File: src/pio_pkg.sv
// Purpose: Shared constants for the three-port parallel I/O block.
// Assumes: APB slave with 32-bit data, one word per register.
// Notes: Register indices are multiplied by four to form byte addresses.
package pio_pkg;

	localparam int PIO_ADDR_W = 8;
	localparam int PIO_DATA_W = 32;
	localparam int PIO_P0_W = 8;
	localparam int PIO_P1_W = 8;
	localparam int PIO_P2_W = 3;
	localparam int PIO_PIN_W = PIO_P0_W + PIO_P1_W + PIO_P2_W;
	localparam int PIO_IRQ_W = 5;

	// Register indices; the byte address is four times the index.
	localparam logic [5:0] PIO_IDX_P0_LATCH = 6'h00;
	localparam logic [5:0] PIO_IDX_P1_LATCH = 6'h01;
	localparam logic [5:0] PIO_IDX_P2_LATCH = 6'h02;
	localparam logic [5:0] PIO_IDX_P0_TYPE = 6'h08;
	localparam logic [5:0] PIO_IDX_P1_DIR = 6'h09;
	localparam logic [5:0] PIO_IDX_P0_PINS = 6'h0B;
	localparam logic [5:0] PIO_IDX_P2_PINS = 6'h0C;
	localparam logic [5:0] PIO_IDX_IRQ_STAT = 6'h10;
	localparam logic [5:0] PIO_IDX_IRQ_MASK = 6'h11;
	localparam logic [5:0] PIO_IDX_CTRL = 6'h12;

	// Reset values.
	localparam logic [7:0] PIO_RST_P0_LATCH = 8'hFF;
	localparam logic [7:0] PIO_RST_P0_TYPE = 8'h00;
	localparam logic [7:0] PIO_RST_P1_LATCH = 8'h00;
	localparam logic [7:0] PIO_RST_P1_DIR = 8'h00;
	localparam logic [2:0] PIO_RST_P2_LATCH = 3'h7;
	localparam logic [4:0] PIO_RST_IRQ = 5'h00;
	localparam logic [1:0] PIO_RST_CTRL = 2'h0;

	// Control register fields.
	localparam int PIO_CTRL_DUAL_CLK = 0;
	localparam int PIO_CTRL_STOP = 1;

	// Interrupt status bit positions and their source pins.
	localparam int PIO_IRQ_P20 = 0;
	localparam int PIO_IRQ_P00 = 1;
	localparam int PIO_IRQ_P03 = 2;
	localparam int PIO_IRQ_P07 = 3;
	localparam int PIO_IRQ_P15 = 4;

	// Positions inside the flattened synchroniser vector.
	localparam int PIO_POS_P1 = PIO_P0_W;
	localparam int PIO_POS_P2 = PIO_P0_W + PIO_P1_W;

endpackage : pio_pkg

File: src/pio_ports.sv
// Purpose: Ports 0, 1 and 2 of a parallel I/O block behind an APB slave.
// Assumes: One clock; pins arrive asynchronously and pass three flops.
// Notes: A read samples pins in the setup cycle, a write lands at the
// access edge, mirroring the early read and later write of a port cycle.
`timescale 1ns/1ps

module pio_ports
	import pio_pkg::*;
(
	input wire logic i_mclk,
	input wire logic i_rstn,
	input wire logic i_psel,
	input wire logic i_penable,
	input wire logic i_pwrite,
	input wire logic [PIO_ADDR_W-1:0] i_paddr,
	input wire logic [PIO_DATA_W-1:0] i_pwdata,
	output logic [PIO_DATA_W-1:0] o_prdata,
	output logic o_pready,
	output logic o_pslverr,
	input wire logic [PIO_P0_W-1:0] i_p0_pin,
	output logic [PIO_P0_W-1:0] o_p0_pin,
	output logic [PIO_P0_W-1:0] o_p0_pin_oe,
	input wire logic [PIO_P0_W-1:0] i_p0_periph_out,
	input wire logic [PIO_P1_W-1:0] i_p1_pin,
	output logic [PIO_P1_W-1:0] o_p1_pin,
	output logic [PIO_P1_W-1:0] o_p1_pin_oe,
	input wire logic [PIO_P1_W-1:0] i_p1_periph_out,
	input wire logic [PIO_P2_W-1:0] i_p2_pin,
	output logic [PIO_P2_W-1:0] o_p2_pin,
	output logic [PIO_P2_W-1:0] o_p2_pin_oe,
	output logic [PIO_P0_W-1:0] o_p0_in,
	output logic [PIO_P1_W-1:0] o_p1_in,
	output logic [PIO_P2_W-1:0] o_p2_in,
	output logic o_slow_crystal_en,
	output logic o_stop_mode,
	output logic o_irq
);

	// Register state.
	logic [7:0] p0_latch_reg;
	logic [7:0] p0_type_reg;
	logic [7:0] p1_latch_reg;
	logic [7:0] p1_dir_reg;
	logic [2:0] p2_latch_reg;
	logic [4:0] irq_stat_reg;
	logic [4:0] irq_mask_reg;
	logic [1:0] ctrl_reg;
	logic [PIO_DATA_W-1:0] prdata_reg;
	logic [PIO_DATA_W-1:0] prdata_next;

	// Pin synchronisers and filtered levels.
	logic [PIO_PIN_W-1:0] sync1_reg;
	logic [PIO_PIN_W-1:0] sync2_reg;
	logic [PIO_PIN_W-1:0] sync3_reg;
	logic [PIO_PIN_W-1:0] pin_reg;
	logic [PIO_PIN_W-1:0] pin_next;
	logic [PIO_PIN_W-1:0] pin_prev_reg;
	wire [PIO_PIN_W-1:0] pin_raw = {i_p2_pin, i_p1_pin, i_p0_pin};

	// Bus decode.
	wire [5:0] idx = i_paddr[PIO_ADDR_W-1:2];
	wire setup_ph = i_psel && !i_penable;
	wire access_ph = i_psel && i_penable;
	wire wr_en = access_ph && i_pwrite;
	wire hit_p0_latch = (idx == PIO_IDX_P0_LATCH);
	wire hit_p1_latch = (idx == PIO_IDX_P1_LATCH);
	wire hit_p2_latch = (idx == PIO_IDX_P2_LATCH);
	wire hit_p0_type = (idx == PIO_IDX_P0_TYPE);
	wire hit_p1_dir = (idx == PIO_IDX_P1_DIR);
	wire hit_p0_pins = (idx == PIO_IDX_P0_PINS);
	wire hit_p2_pins = (idx == PIO_IDX_P2_PINS);
	wire hit_stat = (idx == PIO_IDX_IRQ_STAT);
	wire hit_mask = (idx == PIO_IDX_IRQ_MASK);
	wire hit_ctrl = (idx == PIO_IDX_CTRL);
	wire aligned = (i_paddr[1:0] == 2'b00);
	wire hit_any = aligned && (hit_p0_latch || hit_p1_latch ||
		hit_p2_latch || hit_p0_type || hit_p1_dir || hit_p0_pins ||
		hit_p2_pins || hit_stat || hit_mask || hit_ctrl);
	// Pin level registers are read-only, so a write to them is refused.
	wire ro_write = i_pwrite && (hit_p0_pins || hit_p2_pins);
	wire bad = !hit_any || ro_write;
	wire wr_ok = wr_en && !bad;

	// Filtered pin levels per port.
	wire [7:0] p0_pins = pin_reg[PIO_POS_P1-1:0];
	wire [7:0] p1_pins = pin_reg[PIO_POS_P2-1:PIO_POS_P1];
	wire [2:0] p2_pins = pin_reg[PIO_PIN_W-1:PIO_POS_P2];
	wire dual_clk = ctrl_reg[PIO_CTRL_DUAL_CLK];
	wire stop_mode = ctrl_reg[PIO_CTRL_STOP];

	// Effective output values.
	wire [7:0] p0_eff = p0_latch_reg & i_p0_periph_out;
	wire [7:0] p1_eff = p1_latch_reg & i_p1_periph_out;
	wire [2:0] p2_eff = p2_latch_reg;

	// Port-1 data read mixes latch and live pins per direction bit.
	wire [7:0] p1_read = (p1_latch_reg & p1_dir_reg) |
		(p1_pins & ~p1_dir_reg);

	// Read data is formed in the setup cycle so pins are sampled early.
	wire [PIO_DATA_W-1:0] rd_p0_latch = {24'h00_0000, p0_latch_reg};
	wire [PIO_DATA_W-1:0] rd_p1_latch = {24'h00_0000, p1_read};
	wire [PIO_DATA_W-1:0] rd_p2_latch = {29'h0000_0000, p2_latch_reg};
	wire [PIO_DATA_W-1:0] rd_p0_type = {24'h00_0000, p0_type_reg};
	wire [PIO_DATA_W-1:0] rd_p1_dir = {24'h00_0000, p1_dir_reg};
	wire [PIO_DATA_W-1:0] rd_p0_pins = {24'h00_0000, p0_pins};
	wire [PIO_DATA_W-1:0] rd_p2_pins = {29'h0000_0000, p2_pins};
	wire [PIO_DATA_W-1:0] rd_stat = {27'h000_0000, irq_stat_reg};
	wire [PIO_DATA_W-1:0] rd_mask = {27'h000_0000, irq_mask_reg};
	wire [PIO_DATA_W-1:0] rd_ctrl = {30'h0000_0000, ctrl_reg};

	always_comb begin
		if (!aligned) begin
			prdata_next = '0;
		end else if (hit_p0_latch) begin
			prdata_next = rd_p0_latch;
		end else if (hit_p1_latch) begin
			prdata_next = rd_p1_latch;
		end else if (hit_p2_latch) begin
			prdata_next = rd_p2_latch;
		end else if (hit_p0_type) begin
			prdata_next = rd_p0_type;
		end else if (hit_p1_dir) begin
			prdata_next = rd_p1_dir;
		end else if (hit_p0_pins) begin
			prdata_next = rd_p0_pins;
		end else if (hit_p2_pins) begin
			prdata_next = rd_p2_pins;
		end else if (hit_stat) begin
			prdata_next = rd_stat;
		end else if (hit_mask) begin
			prdata_next = rd_mask;
		end else if (hit_ctrl) begin
			prdata_next = rd_ctrl;
		end else begin
			prdata_next = '0;
		end
	end

	always_ff @(posedge i_mclk or negedge i_rstn) begin
		if (!i_rstn) begin
			prdata_reg <= '0;
		end else if (setup_ph && !i_pwrite) begin
			prdata_reg <= prdata_next;
		end
	end

	// Three-flop synchroniser; a change counts once stages two and three
	// agree, which also filters a single-cycle glitch.
	assign pin_next = (sync2_reg & sync3_reg) |
		(pin_reg & (sync2_reg ^ sync3_reg));

	always_ff @(posedge i_mclk or negedge i_rstn) begin
		if (!i_rstn) begin
			sync1_reg <= '0;
			sync2_reg <= '0;
			sync3_reg <= '0;
			pin_reg <= '0;
			pin_prev_reg <= '0;
		end else begin
			sync1_reg <= pin_raw;
			sync2_reg <= sync1_reg;
			sync3_reg <= sync2_reg;
			pin_reg <= pin_next;
			pin_prev_reg <= pin_reg;
		end
	end

	// Port-0 latch and output type.
	always_ff @(posedge i_mclk or negedge i_rstn) begin
		if (!i_rstn) begin
			p0_latch_reg <= PIO_RST_P0_LATCH;
			p0_type_reg <= PIO_RST_P0_TYPE;
		end else if (wr_ok && hit_p0_latch) begin
			p0_latch_reg <= i_pwdata[7:0];
		end else if (wr_ok && hit_p0_type) begin
			p0_type_reg <= i_pwdata[7:0];
		end
	end

	// Port-1 latch and direction. A write of a read-back value stores the
	// pin level of every input bit into its latch; software mixing
	// directions must expect that.
	always_ff @(posedge i_mclk or negedge i_rstn) begin
		if (!i_rstn) begin
			p1_latch_reg <= PIO_RST_P1_LATCH;
			p1_dir_reg <= PIO_RST_P1_DIR;
		end else if (wr_ok && hit_p1_latch) begin
			p1_latch_reg <= i_pwdata[7:0];
		end else if (wr_ok && hit_p1_dir) begin
			p1_dir_reg <= i_pwdata[7:0];
		end
	end

	// Port-2 latch and control.
	always_ff @(posedge i_mclk or negedge i_rstn) begin
		if (!i_rstn) begin
			p2_latch_reg <= PIO_RST_P2_LATCH;
			ctrl_reg <= PIO_RST_CTRL;
		end else if (wr_ok && hit_p2_latch) begin
			p2_latch_reg <= i_pwdata[2:0];
		end else if (wr_ok && hit_ctrl) begin
			ctrl_reg <= i_pwdata[1:0];
		end
	end

	// Interrupt sources are falling edges of the filtered pin levels. On
	// port-2 bit 0 the pin follows the driven output too, so a falling
	// output still sets the latch.
	wire [PIO_PIN_W-1:0] fall = pin_prev_reg & ~pin_reg;
	wire [4:0] irq_set;
	assign irq_set[PIO_IRQ_P20] = fall[PIO_POS_P2];
	assign irq_set[PIO_IRQ_P00] = fall[0];
	assign irq_set[PIO_IRQ_P03] = fall[3];
	assign irq_set[PIO_IRQ_P07] = fall[7];
	assign irq_set[PIO_IRQ_P15] = fall[PIO_POS_P1 + 5];
	wire [4:0] irq_clr = (wr_ok && hit_stat) ? i_pwdata[4:0] : 5'h00;

	always_ff @(posedge i_mclk or negedge i_rstn) begin
		if (!i_rstn) begin
			irq_stat_reg <= PIO_RST_IRQ;
			irq_mask_reg <= PIO_RST_IRQ;
		end else begin
			irq_stat_reg <= (irq_stat_reg & ~irq_clr) | irq_set;
			if (wr_ok && hit_mask) begin
				irq_mask_reg <= i_pwdata[4:0];
			end
		end
	end

	// Port 0: push-pull drives both levels, open drain only sinks.
	assign o_p0_pin = p0_eff & p0_type_reg;
	assign o_p0_pin_oe = p0_type_reg | ~p0_eff;

	// Port 1: direction bit enables the driver.
	assign o_p1_pin = p1_eff;
	assign o_p1_pin_oe = p1_dir_reg;

	// Port 2 is sink-only; crystal pins are released in dual-clock mode, the stop-release pin in stop mode.
	wire [2:0] p2_keep;
	assign p2_keep[0] = !stop_mode;
	assign p2_keep[1] = !dual_clk;
	assign p2_keep[2] = !dual_clk;
	assign o_p2_pin = 3'h0;
	assign o_p2_pin_oe = ~p2_eff & p2_keep;

	assign o_p0_in = p0_pins;
	assign o_p1_in = p1_pins;
	assign o_p2_in = p2_pins;
	assign o_slow_crystal_en = dual_clk;
	assign o_stop_mode = stop_mode;
	assign o_irq = |(irq_stat_reg & irq_mask_reg);
	assign o_prdata = prdata_reg;
	assign o_pready = 1'b1;
	assign o_pslverr = access_ph && bad;
endmodule : pio_ports

File: config.mk
export PLATFORM = sky130hd
export DESIGN_NAME = pio_ports
export DESIGN_NICKNAME = d
export VERILOG_FILES = /design/src/pio_pkg.sv /design/src/pio_ports.sv
export SDC_FILE = /design/constraint.sdc
export NUM_CORES = 1
export LEC_CHECK = 0
export BUFFER_PORTS_ARGS = -buffer_cell sky130_fd_sc_hd__buf_2
export CAP_MARGIN = 5
export CORE_MARGIN = 2
export CORE_UTILIZATION = 30
export CTS_CLUSTER_SIZE = 25
export DETAILED_ROUTE_END_ITERATION = 7
export PLACE_DENSITY = 0.49
export SYNTH_ARGS = -nofsm -noshare
export SYNTH_HDL_FRONTEND = slang
export SYNTH_SLANG_ARGS = --single-unit
File: constraint.sdc
create_clock -name i_mclk -period 4 [get_ports i_mclk]
set_clock_uncertainty 0.15 [all_clocks]
set_input_delay 0.8 -clock i_mclk [delete_from_list [all_inputs] [get_ports i_mclk]]
set_output_delay 0.8 -clock i_mclk [all_outputs]
set_load 0.05 [all_outputs]
==> results.json, run 1 <==
{
  "placed_area_um2": 6768,
  "cp_max_fo": 16,
  "ys.warnings.count": 0,
  "total_power_mw": 3.430,
  "fillers": 1945,
  "synth_largest_area_cell": "dfrtp_1",
  "boundaryPins": 174,
  "cts_tree": "done",
  "stdcell_area_um2": 7371,
  "grt_pass1_vias": 4254,
  "ant_nets": 0,
  "design.core.area_um2": 19530,
  "timing.final.max_slew_violations": 0,
  "fin_tns_setup_ns": 0,
  "min_period_ns": 3.105,
  "clk_latency_ns": 0.42,
  "groute.usage.overall": 0.1511,
  "grt.overflow.total": 0,
  "powerDensity_nw_per_um2": 465.4,
  "cts_max_level": 4,
  "ys_types": 60,
  "clk_path_buf_depth": 2,
  "hold_buffers": 0,
  "yosys-top-cells-count": "dfrtp_1 (125), mux2_2 (46), buf_4 (28), a21o_1 (19), ha_1 (19)",
  "routed_wl_um": 15270,
  "synthToLayoutAreaGrowth_pct": 23.45,
  "synth.most_common_cell": "dfrtp_1",
  "post_cts_resized": 0,
  "synth_area_leaders": "dfrtp_1 (52%), mux2_2 (8.7%), dfstp_2 (4.8%)",
  "maxCapViolations": 0,
  "chipHeight_um": 145.1,
  "dr.pass1.iters": 5,
  "leakage_nw": 3.618,
  "grt_pass1_wl_um": 24410,
  "arrival_ns": 2.15,
  "worstMarginPinSlew_ns": 1.042,
  "grt_max_degree": 116,
  "setup_viol": 0,
  "cts_root_buffer": "clkbuf_16",
  "rows": 51,
  "ys_seq_area_frac": 0.5723,
  "period_share": 0.7762,
  "gp_congestion": 0.8454,
  "cp-end-kind": "primary output",
  "drt_iter0_markers": 239,
  "placed_cells": 835,
  "die_w_um": 145.1,
  "rsz0062_at_grt": "no",
  "holdCritPathClass": "reg2reg",
  "nets": 688,
  "post-dp-hpwl_um": 10880,
  "vias": 4128,
  "fin_util": 0.3775,
  "clkSlewWorstSetupHoldPaths_ns": 0.06,
  "ys_ff_latch": 136,
  "viasPerCell": 4.761,
  "cts_buffers": 17,
  "num_antenna_cells": 0,
  "final_cells": 867,
  "syn-cell-area_um2": 5971,
  "cts_sinks": 136,
  "io_buffers": 121,
  "syn-instance-count": 462,
  "max_slew_margin": 0.3054,
  "initial_utilization": 0.3058,
  "drive_above_1_share": 0.3904,
  "async_reset_ff_frac": 1.000,
  "worstPathRequired_ns": 3.05,
  "critPathKind": "in2out",
  "postCtsSetupBuffers": 0,
  "peakVddDrop_uv": 263.9,
  "synth_edf_count": 0,
  "post_drt_wl_per_cell_um": 17.61,
  "antenna_found_initial": 0,
  "drcViolationCount": 0,
  "die_area_um2": 21050,
  "start_kind": "primary input",
  "syn_avg_cell_area_um2": 12.92,
  "yosys.area.top_type_share": 0.5239,
  "hold_viol_final": 0,
  "run_status": "finished clean",
  "synth_ff_type": "dfrtp_1",
  "fmax_ghz": 0.3221
}
layout make-up:
cell class,count,area (µm²),share of cell area
clock inverters,14,173.9,0.02360
flip-flops and latches,136,3417,0.4636
inverters,8,30.03,0.004074
repair buffers,128,664.4,0.09014
well taps,265,331.6,0.04498
clock buffers,18,429.2,0.05822
multi-input cells,298,2325,0.3154
layout by cell type, fill, tap and decap left out, types with 3 or more instances in the layout:
cell        netlist  layout
a211oi_1          4       4
a21o_1           19      19
a21oi_1           5       5
a221oi_1          8       8
a22o_1            5       5
and2_1           11      11
and3_1           14      14
buf_2             8     120
buf_4            28       7
bufinv_16         0       3
clkbuf_16         0      17
clkinvlp_4        0       7
conb_1            2      28
dfrtp_1         125     125
dfstp_2          11      11
ha_1             19      19
inv_1             8       8
mux2_2           46      46
mux2i_1           6       6
nand2_1          16      16
nand3_1          11      11
nand3b_1         12      12
nand4_1           5       5
nor2_1           13      13
nor2b_1           5       5
nor4_1            3       3
o211ai_1          7       7
o21ai_0           8       8
o221ai_1          5       5
o32ai_1           3       3
o41ai_1           3       3
or3b_2            3       3
worst max-delay path, cell delays in order:
cell and delay (ns):
buf_2 0.22, nor2_1 0.56, a21oi_1 0.12, o21ai_0 0.12
a31oi_1 0.10, buf_2 0.22
cells by family (layout without fill, tap and decap cells):
group / Yosys count / in the layout / share of synthesized area
flops: 136 / 136 / 0.5723
simple gates: 118 / 118 / 0.1301
compound gates: 81 / 81 / 0.1039
buf+inv: 54 / 168 / 0.05574
mux: 52 / 52 / 0.09682
fa+ha+maj: 19 / 19 / 0.03982
other cells: 2 / 28 / 0.001258
power breakdown:
group	switching [mW]	internal, mW
clock	0.611	0.982
sequential	0.0395	1.44
combinational	0.270	0.0885
total	0.921	2.51
final timing paths:
kind / endpoint / start / depth (start not counted) / slack (ns)
max: o_pslverr / i_paddr[2] / 6 / 0.90
min: sync2_reg[0] / sync1_reg[0] / 0 / 0.20
max reg2reg: o_prdata[2] / pin_reg[18] / 4 / 2.28
min reg2reg: sync2_reg[0] / sync1_reg[0] / 0 / 0.20
max in group asynchronous: sync1_reg[0] / i_rstn / 2 / 2.40
min in group asynchronous: sync1_reg[13] / i_rstn / 1 / 0.40
stage by stage:
stage | setup slack [ns] | hold slack (ns)
2_1_floorplan | 0.4739 | 0.1812
3_3_place_gp | 0.8879 | 0.1816
3_5_place_dp | 0.9186 | 0.1847
4_1_cts | 0.9154 | 0.1987
5_1_grt | 0.8037 | 0.2060
6_report | 0.8951 | 0.1954
routing by layer:
| metal | global-route usage | up-vias | wire length [µm] |
|---|---|---|---|
| li1 | - | 1894 | - |
| met1 | 0.2101 | 2039 | 7214 |
| met2 | 0.2221 | 176 | 6758 |
| met3 | 0.04717 | 19 | 1014 |
| met4 | 0.05441 | 0 | 278 |
| met5 | 0 | - | 0 |
Note: power is estimated with default switching activity, not from simulation.
==> run 2: changes to the inputs <==
--- a/config.mk
+++ b/config.mk
@@ -5,13 +5,14 @@
 export SDC_FILE = /design/constraint.sdc
 export NUM_CORES = 1
 export LEC_CHECK = 0
+export ABC_AREA = 1
 export BUFFER_PORTS_ARGS = -buffer_cell sky130_fd_sc_hd__buf_2
 export CAP_MARGIN = 5
 export CORE_MARGIN = 2
 export CORE_UTILIZATION = 30
 export CTS_CLUSTER_SIZE = 25
 export DETAILED_ROUTE_END_ITERATION = 7
-export PLACE_DENSITY = 0.49
+export PLACE_DENSITY = 0.51
 export SYNTH_ARGS = -nofsm -noshare
 export SYNTH_HDL_FRONTEND = slang
 export SYNTH_SLANG_ARGS = --single-unit
==> constraint.sdc (replaced) <==
create_clock -name i_mclk -period 2.8 [get_ports i_mclk]
set_clock_uncertainty 0.15 [all_clocks]
set_input_delay 0.56 -clock i_mclk [delete_from_list [all_inputs] [get_ports i_mclk]]
set_output_delay 0.56 -clock i_mclk [all_outputs]
set_load 0.05 [all_outputs]
==> results.json, run 2 <==
{
  "run_status": "finished clean",
  "r2r_start": "ctrl_reg[0]",
  "total_power_mw": 4.842,
  "rrSetupSlack_ns": 1.29,
  "syn_avg_cell_area_um2": 10.24,
  "peakVddDrop_uv": 409.9,
  "syn-instance-count": 573,
  "cts_buffers": 17,
  "use_met1": 0.2055,
  "num_antenna_cells": 0,
  "ys_types": 37,
  "synth_area_leaders": "dfrtp_1 (53%), nand2_1 (8.7%), dfstp_2 (4.9%)",
  "r2r_end": "o_prdata[0]",
  "period_share": 0.9451,
  "top_usage_layer": "met2",
  "gr-usage-met3": 0.04065,
  "synth_edf_count": 0,
  "boundaryPins": 174,
  "clkSlewWorstSetupHoldPaths_ns": 0.07,
  "holdCritPathClass": "in2reg",
  "synth_ff_type": "dfrtp_1",
  "grt_pass1_vias": 4018,
  "post_drt_wl_per_cell_um": 14.28,
  "cp_max_fo": 8,
  "chipHeight_um": 143.9,
  "switching_power_mw": 1.397,
  "maxCapViolations": 0,
  "timing.final.max_slew_violations": 0,
  "viasPerCell": 4.271,
  "combPwrFrac": 0.101,
  "layout_common_cells": "nand2_1 (136), dfrtp_1 (125), buf_2 (120), inv_1 (46), nor2_1 (38)",
  "clk_latency_ns": 0.42,
  "cp-end-kind": "primary output",
  "hold_viol_final": 0,
  "syn-cell-area_um2": 5868,
  "r2r_cells": 8,
  "drcViolationCount": 0,
  "hold_end": "sync1_reg[5]",
  "die_w_um": 143.9,
  "vias": 4237,
  "groute.usage.overall": 0.1460,
  "synthToLayoutAreaGrowth_pct": 25.10,
  "placed_cells": 959,
  "final_cells": 992,
  "async_reset_ff_frac": 1.000,
  "synth_largest_area_cell": "dfrtp_1",
  "final_common_cell": "nand2_1",
  "cts_max_level": 4,
  "place_ws_ns": 0.1716,
  "initial_utilization": 0.3035,
  "nets": 813,
  "cts_tree": "done",
  "leakage_nw": 3.746,
  "yosys-top-cells-count": "nand2_1 (136), dfrtp_1 (125), inv_1 (46), nor2_1 (38), buf_4 (29)",
  "synth.most_common_cell": "nand2_1",
  "ys_seq_area_frac": 0.5823,
  "p_int_mw": 3.445,
  "cts_root_buffer": "clkbuf_16",
  "post_cts_resized": 0,
  "antenna_found_initial": 1,
  "rsz0062_at_grt": "no",
  "drive_above_1_share": 0.3109,
  "fmax_ghz": 0.3779,
  "ys_ff_latch": 136,
  "fin_tns_setup_ns": 0,
  "critPathKind": "in2out",
  "swShare": 0.2885,
  "dr.pass1.iters": 4,
  "routed_wl_um": 14160,
  "setup_slack_ns": 0.1538,
  "io_buffers": 121,
  "grt.overflow.total": 0,
  "gp_congestion": 0.7980,
  "post-dp-hpwl_um": 10540,
  "min_period_ns": 2.646,
  "design.core.area_um2": 19330,
  "die_area_um2": 20700,
  "rows": 51,
  "hold_path.startpoint": "i_p0_pin[5]",
  "grt_pass1_wl_um": 22560,
  "cts_sinks": 136,
  "worstPathRequired_ns": 2.09,
  "holdPathStages": 1,
  "grt_util_met2": 0.2208,
  "ant_nets": 0,
  "power.share.clock": 0.463,
  "arrival_ns": 1.94,
  "grt_max_degree": 53,
  "yosys.area.top_type_share": 0.5330,
  "powerDensity_nw_per_um2": 659.6,
  "seqPwrFrac": 0.436,
  "start_kind": "primary input",
  "setup_viol": 0,
  "clk_path_buf_depth": 2,
  "ys.warnings.count": 0,
  "fin_util": 0.3797,
  "drt_iter0_markers": 189
}
-- run 2: routing by layer --
metal	share of wire	wire [µm]
met1	0.48	6838
met5	0.00085	12
met3	0.050	702
met4	0.011	155
met2	0.46	6452
-- run 2: layout make-up --
type,instances,area (µm²)
Tap cell,265,331.6
Clock inverter,15,175.2
Sequential cell,136,3417
Inverter,51,198.9
Clock buffer,17,425.4
Timing Repair Buffer,131,714.4
Fill cell,1962,11990
Multi-Input combinational cell,377,2078
-- run 2: timing repair --
item,CTS,global route
hold buffers,1,0
buffers inserted,0,0
hold endpoints to repair,29,0
setup endpoints to repair,0,0
-- run 2: cells by family (layout without fill, tap and decap cells) --
group | after synthesis | after routing | share of synthesized area
compound gates | 93 | 93 | 0.1015
fa+ha+maj | 19 | 19 | 0.04051
simple gates | 230 | 230 | 0.1812
flops | 136 | 136 | 0.5823
buf+inv | 86 | 214 | 0.08017
mux | 7 | 7 | 0.01301
other cells | 2 | 28 | 0.001280
-- run 2: worst max-delay path: stages --
cell	delay, ns
buf_2	0.12
inv_1	0.08
nand2_1	0.05
nor2_1	0.23
nand3_2	0.14
nand2_1	0.15
a21boi_2	0.09
nand2_4	0.10
inv_8	0.06
nor2_1	0.08
buf_2	0.27
-- run 2: metrics by stage --
stage	hold slack [ns]	area, µm²
final	0.09078	7341
after global routing	0.06328	7341
after CTS	0.07030	7341
after detailed placement	0.1856	6730
after global placement	0.1818	6730
after floorplan	0.1144	5966
-- run 2: power groups by stage --
stage	logic, mW	clock network, mW	registers (mW)
global route	0.534	2.40	2.12
finish	0.491	2.24	2.11
global placement	0.493	0	2.15
floorplan	0.234	0	2.24
CTS	0.499	2.31	2.11
detailed placement	0.495	0	2.15
-- run 2: how the worst max path moves through the flow --
stage                 to  slack, ns  startpoint
2_1_floorplan  o_pslverr       0.10  i_paddr[3]
3_3_place_gp   o_pslverr       0.17  i_paddr[4]
3_5_place_dp   o_pslverr       0.17  i_paddr[4]
4_1_cts        o_pslverr       0.16  i_paddr[4]
5_1_grt        o_pslverr       0.03  i_paddr[4]
6_report       o_pslverr       0.15  i_paddr[4]
==> run 3: changes to the inputs <==
==> constraint.sdc (replaced) <==
create_clock -name i_mclk -period 2.8 [get_ports i_mclk]
set_clock_uncertainty 0.15 [all_clocks]
set_input_delay 0.7 -clock i_mclk [delete_from_list [all_inputs] [get_ports i_mclk]]
set_output_delay 0.7 -clock i_mclk [all_outputs]
set_load 0.05 [all_outputs]
==> results.json, run 3 (synthesis gave the netlist of run 2 again) <==
{
  "run_status": "finished clean",
  "fmax_ghz": 0.3721,
  "grt_pass1_wl_um": 21860,
  "nets": 820,
  "cts_tree": "done",
  "start_kind": "primary input",
  "hold_slack_ns": 0.09561,
  "hold_viol_final": 0,
  "final_cells": 998,
  "die_area_um2": 20700,
  "grt.overflow.total": 0,
  "max_slew_margin": 0.6277,
  "boundaryPins": 174,
  "design.core.area_um2": 19330,
  "viasPerCell": 4.200,
  "period_share": 0.9599,
  "place_ws_ns": 0.03065,
  "met2_length_um": 6356,
  "wl_met1_um": 6947,
  "timing.final.max_slew_violations": 0,
  "groute.usage.overall": 0.1423,
  "ant_nets": 0,
  "highest_layer": "met4",
  "worstPathRequired_ns": 1.95,
  "arrival_ns": 1.84,
  "holdCritPathClass": "in2async",
  "die_w_um": 143.9,
  "initial_utilization": 0.3035,
  "setup_slack_ns": 0.1124,
  "post_cts_resized": 0,
  "num_antenna_cells": 0,
  "r2r_start": "ctrl_reg[0]",
  "rsz0062_at_grt": "no",
  "placed_area_um2": 6793,
  "r2r_cells": 8,
  "cts_root_buffer": "clkbuf_16",
  "maxCapViolations": 0,
  "critPathKind": "in2out",
  "peakVddDrop_uv": 423.6,
  "hold_buffers": 0,
  "clk_latency_ns": 0.42,
  "placed_cells": 967,
  "synthToLayoutAreaGrowth_pct": 26.25,
  "drive_above_1_share": 0.3165,
  "clkSlewWorstSetupHoldPaths_ns": 0.05,
  "cts_max_level": 4,
  "chipHeight_um": 143.9,
  "rows": 51,
  "antenna_found_initial": 0,
  "r2r_end": "o_prdata[0]",
  "powerDensity_nw_per_um2": 658.5,
  "final_common_cell": "nand2_1",
  "min_period_ns": 2.688,
  "postCtsSetupBuffers": 0,
  "worstMarginPinSlew_ns": 0.5585,
  "routed_wl_um": 14070,
  "cts_buffers": 17,
  "vias": 4192,
  "grt_pass1_vias": 3851,
  "cts_sinks": 136,
  "io_buffers": 121,
  "drt_iter0_markers": 165,
  "post_drt_wl_per_cell_um": 14.10,
  "fin_tns_setup_ns": 0,
  "leakage_nw": 3.764,
  "setup_viol": 0,
  "cp-end-kind": "primary output",
  "wl_met3_um": 571,
  "grt_max_degree": 58,
  "gp_congestion": 0.8089,
  "layout_common_cells": "nand2_1 (136), dfrtp_1 (125), buf_2 (119), inv_1 (46), nor2_1 (36)",
  "cp_max_fo": 4,
  "post-dp-hpwl_um": 10510,
  "drcViolationCount": 0,
  "dr.pass1.iters": 4,
  "rrSetupSlack_ns": 1.25,
  "stdcell_area_um2": 7408,
  "clk_path_buf_depth": 2
}
==> run 3: cell count changes in the layout (fill, tap and decap cells not counted), sizes merged <==
cell         change
buf              +8
clkinv           -3
dlygate4sd3      -1
bufinv           +2
clkinvlp         +4
clkbuf           +4
inv              -8
==> run 3: routing by layer <==
metal	vias up	global-route usage
li1	2111	-
met1	1954	0.2025
met2	111	0.2125
met3	16	0.03132
met4	0	0.05263
met5	-	0
==> run 3: layout make-up <==
cell class | instances | area (µm²)
fill | 1908 | 11930
sequential | 136 | 3417
multi-input combinational | 377 | 2093
timing repair buffer | 138 | 770.7
clock buffer | 21 | 450.4
tap | 265 | 331.6
inverter | 51 | 198.9
clock inverter | 10 | 146.4
==> run 3: worst max path at each step <==
stage	slack (ns)	start	depth (start not counted)	end
global placement	0.02	i_paddr[4]	10	o_pslverr
detailed placement	0.03	i_paddr[7]	11	o_pslverr
global route	0.005	i_paddr[7]	11	o_pslverr
CTS	0.03	i_paddr[7]	11	o_pslverr
floorplan	0.06	i_paddr[3]	11	o_pslverr
finish	0.11	i_paddr[7]	11	o_pslverr
==> run 3: power by group <==
group / switching [mW] / internal, mW
clock network: 0.847 / 1.42
registers: 0.0595 / 2.05
logic: 0.373 / 0.123
==> run 3: worst max-delay path, cell delays in order <==
cell and delay, ns:
buf_2 0.16, nor2_4 0.07, buf_4 0.14, nand3_1 0.10, nand2_1 0.06, nor2_1 0.11
nand3_2 0.12, nand2_4 0.10, inv_8 0.03, nor2_2 0.08, buf_6 0.16
==> run 3: stage by stage <==
step / util / power, mW
after global placement: 0.3513 / 2.643
after detailed placement: 0.3513 / 2.645
final: 0.3832 / 4.878
after CTS: 0.3822 / 4.947
after global routing: 0.3832 / 5.073
after floorplan: - / 2.479
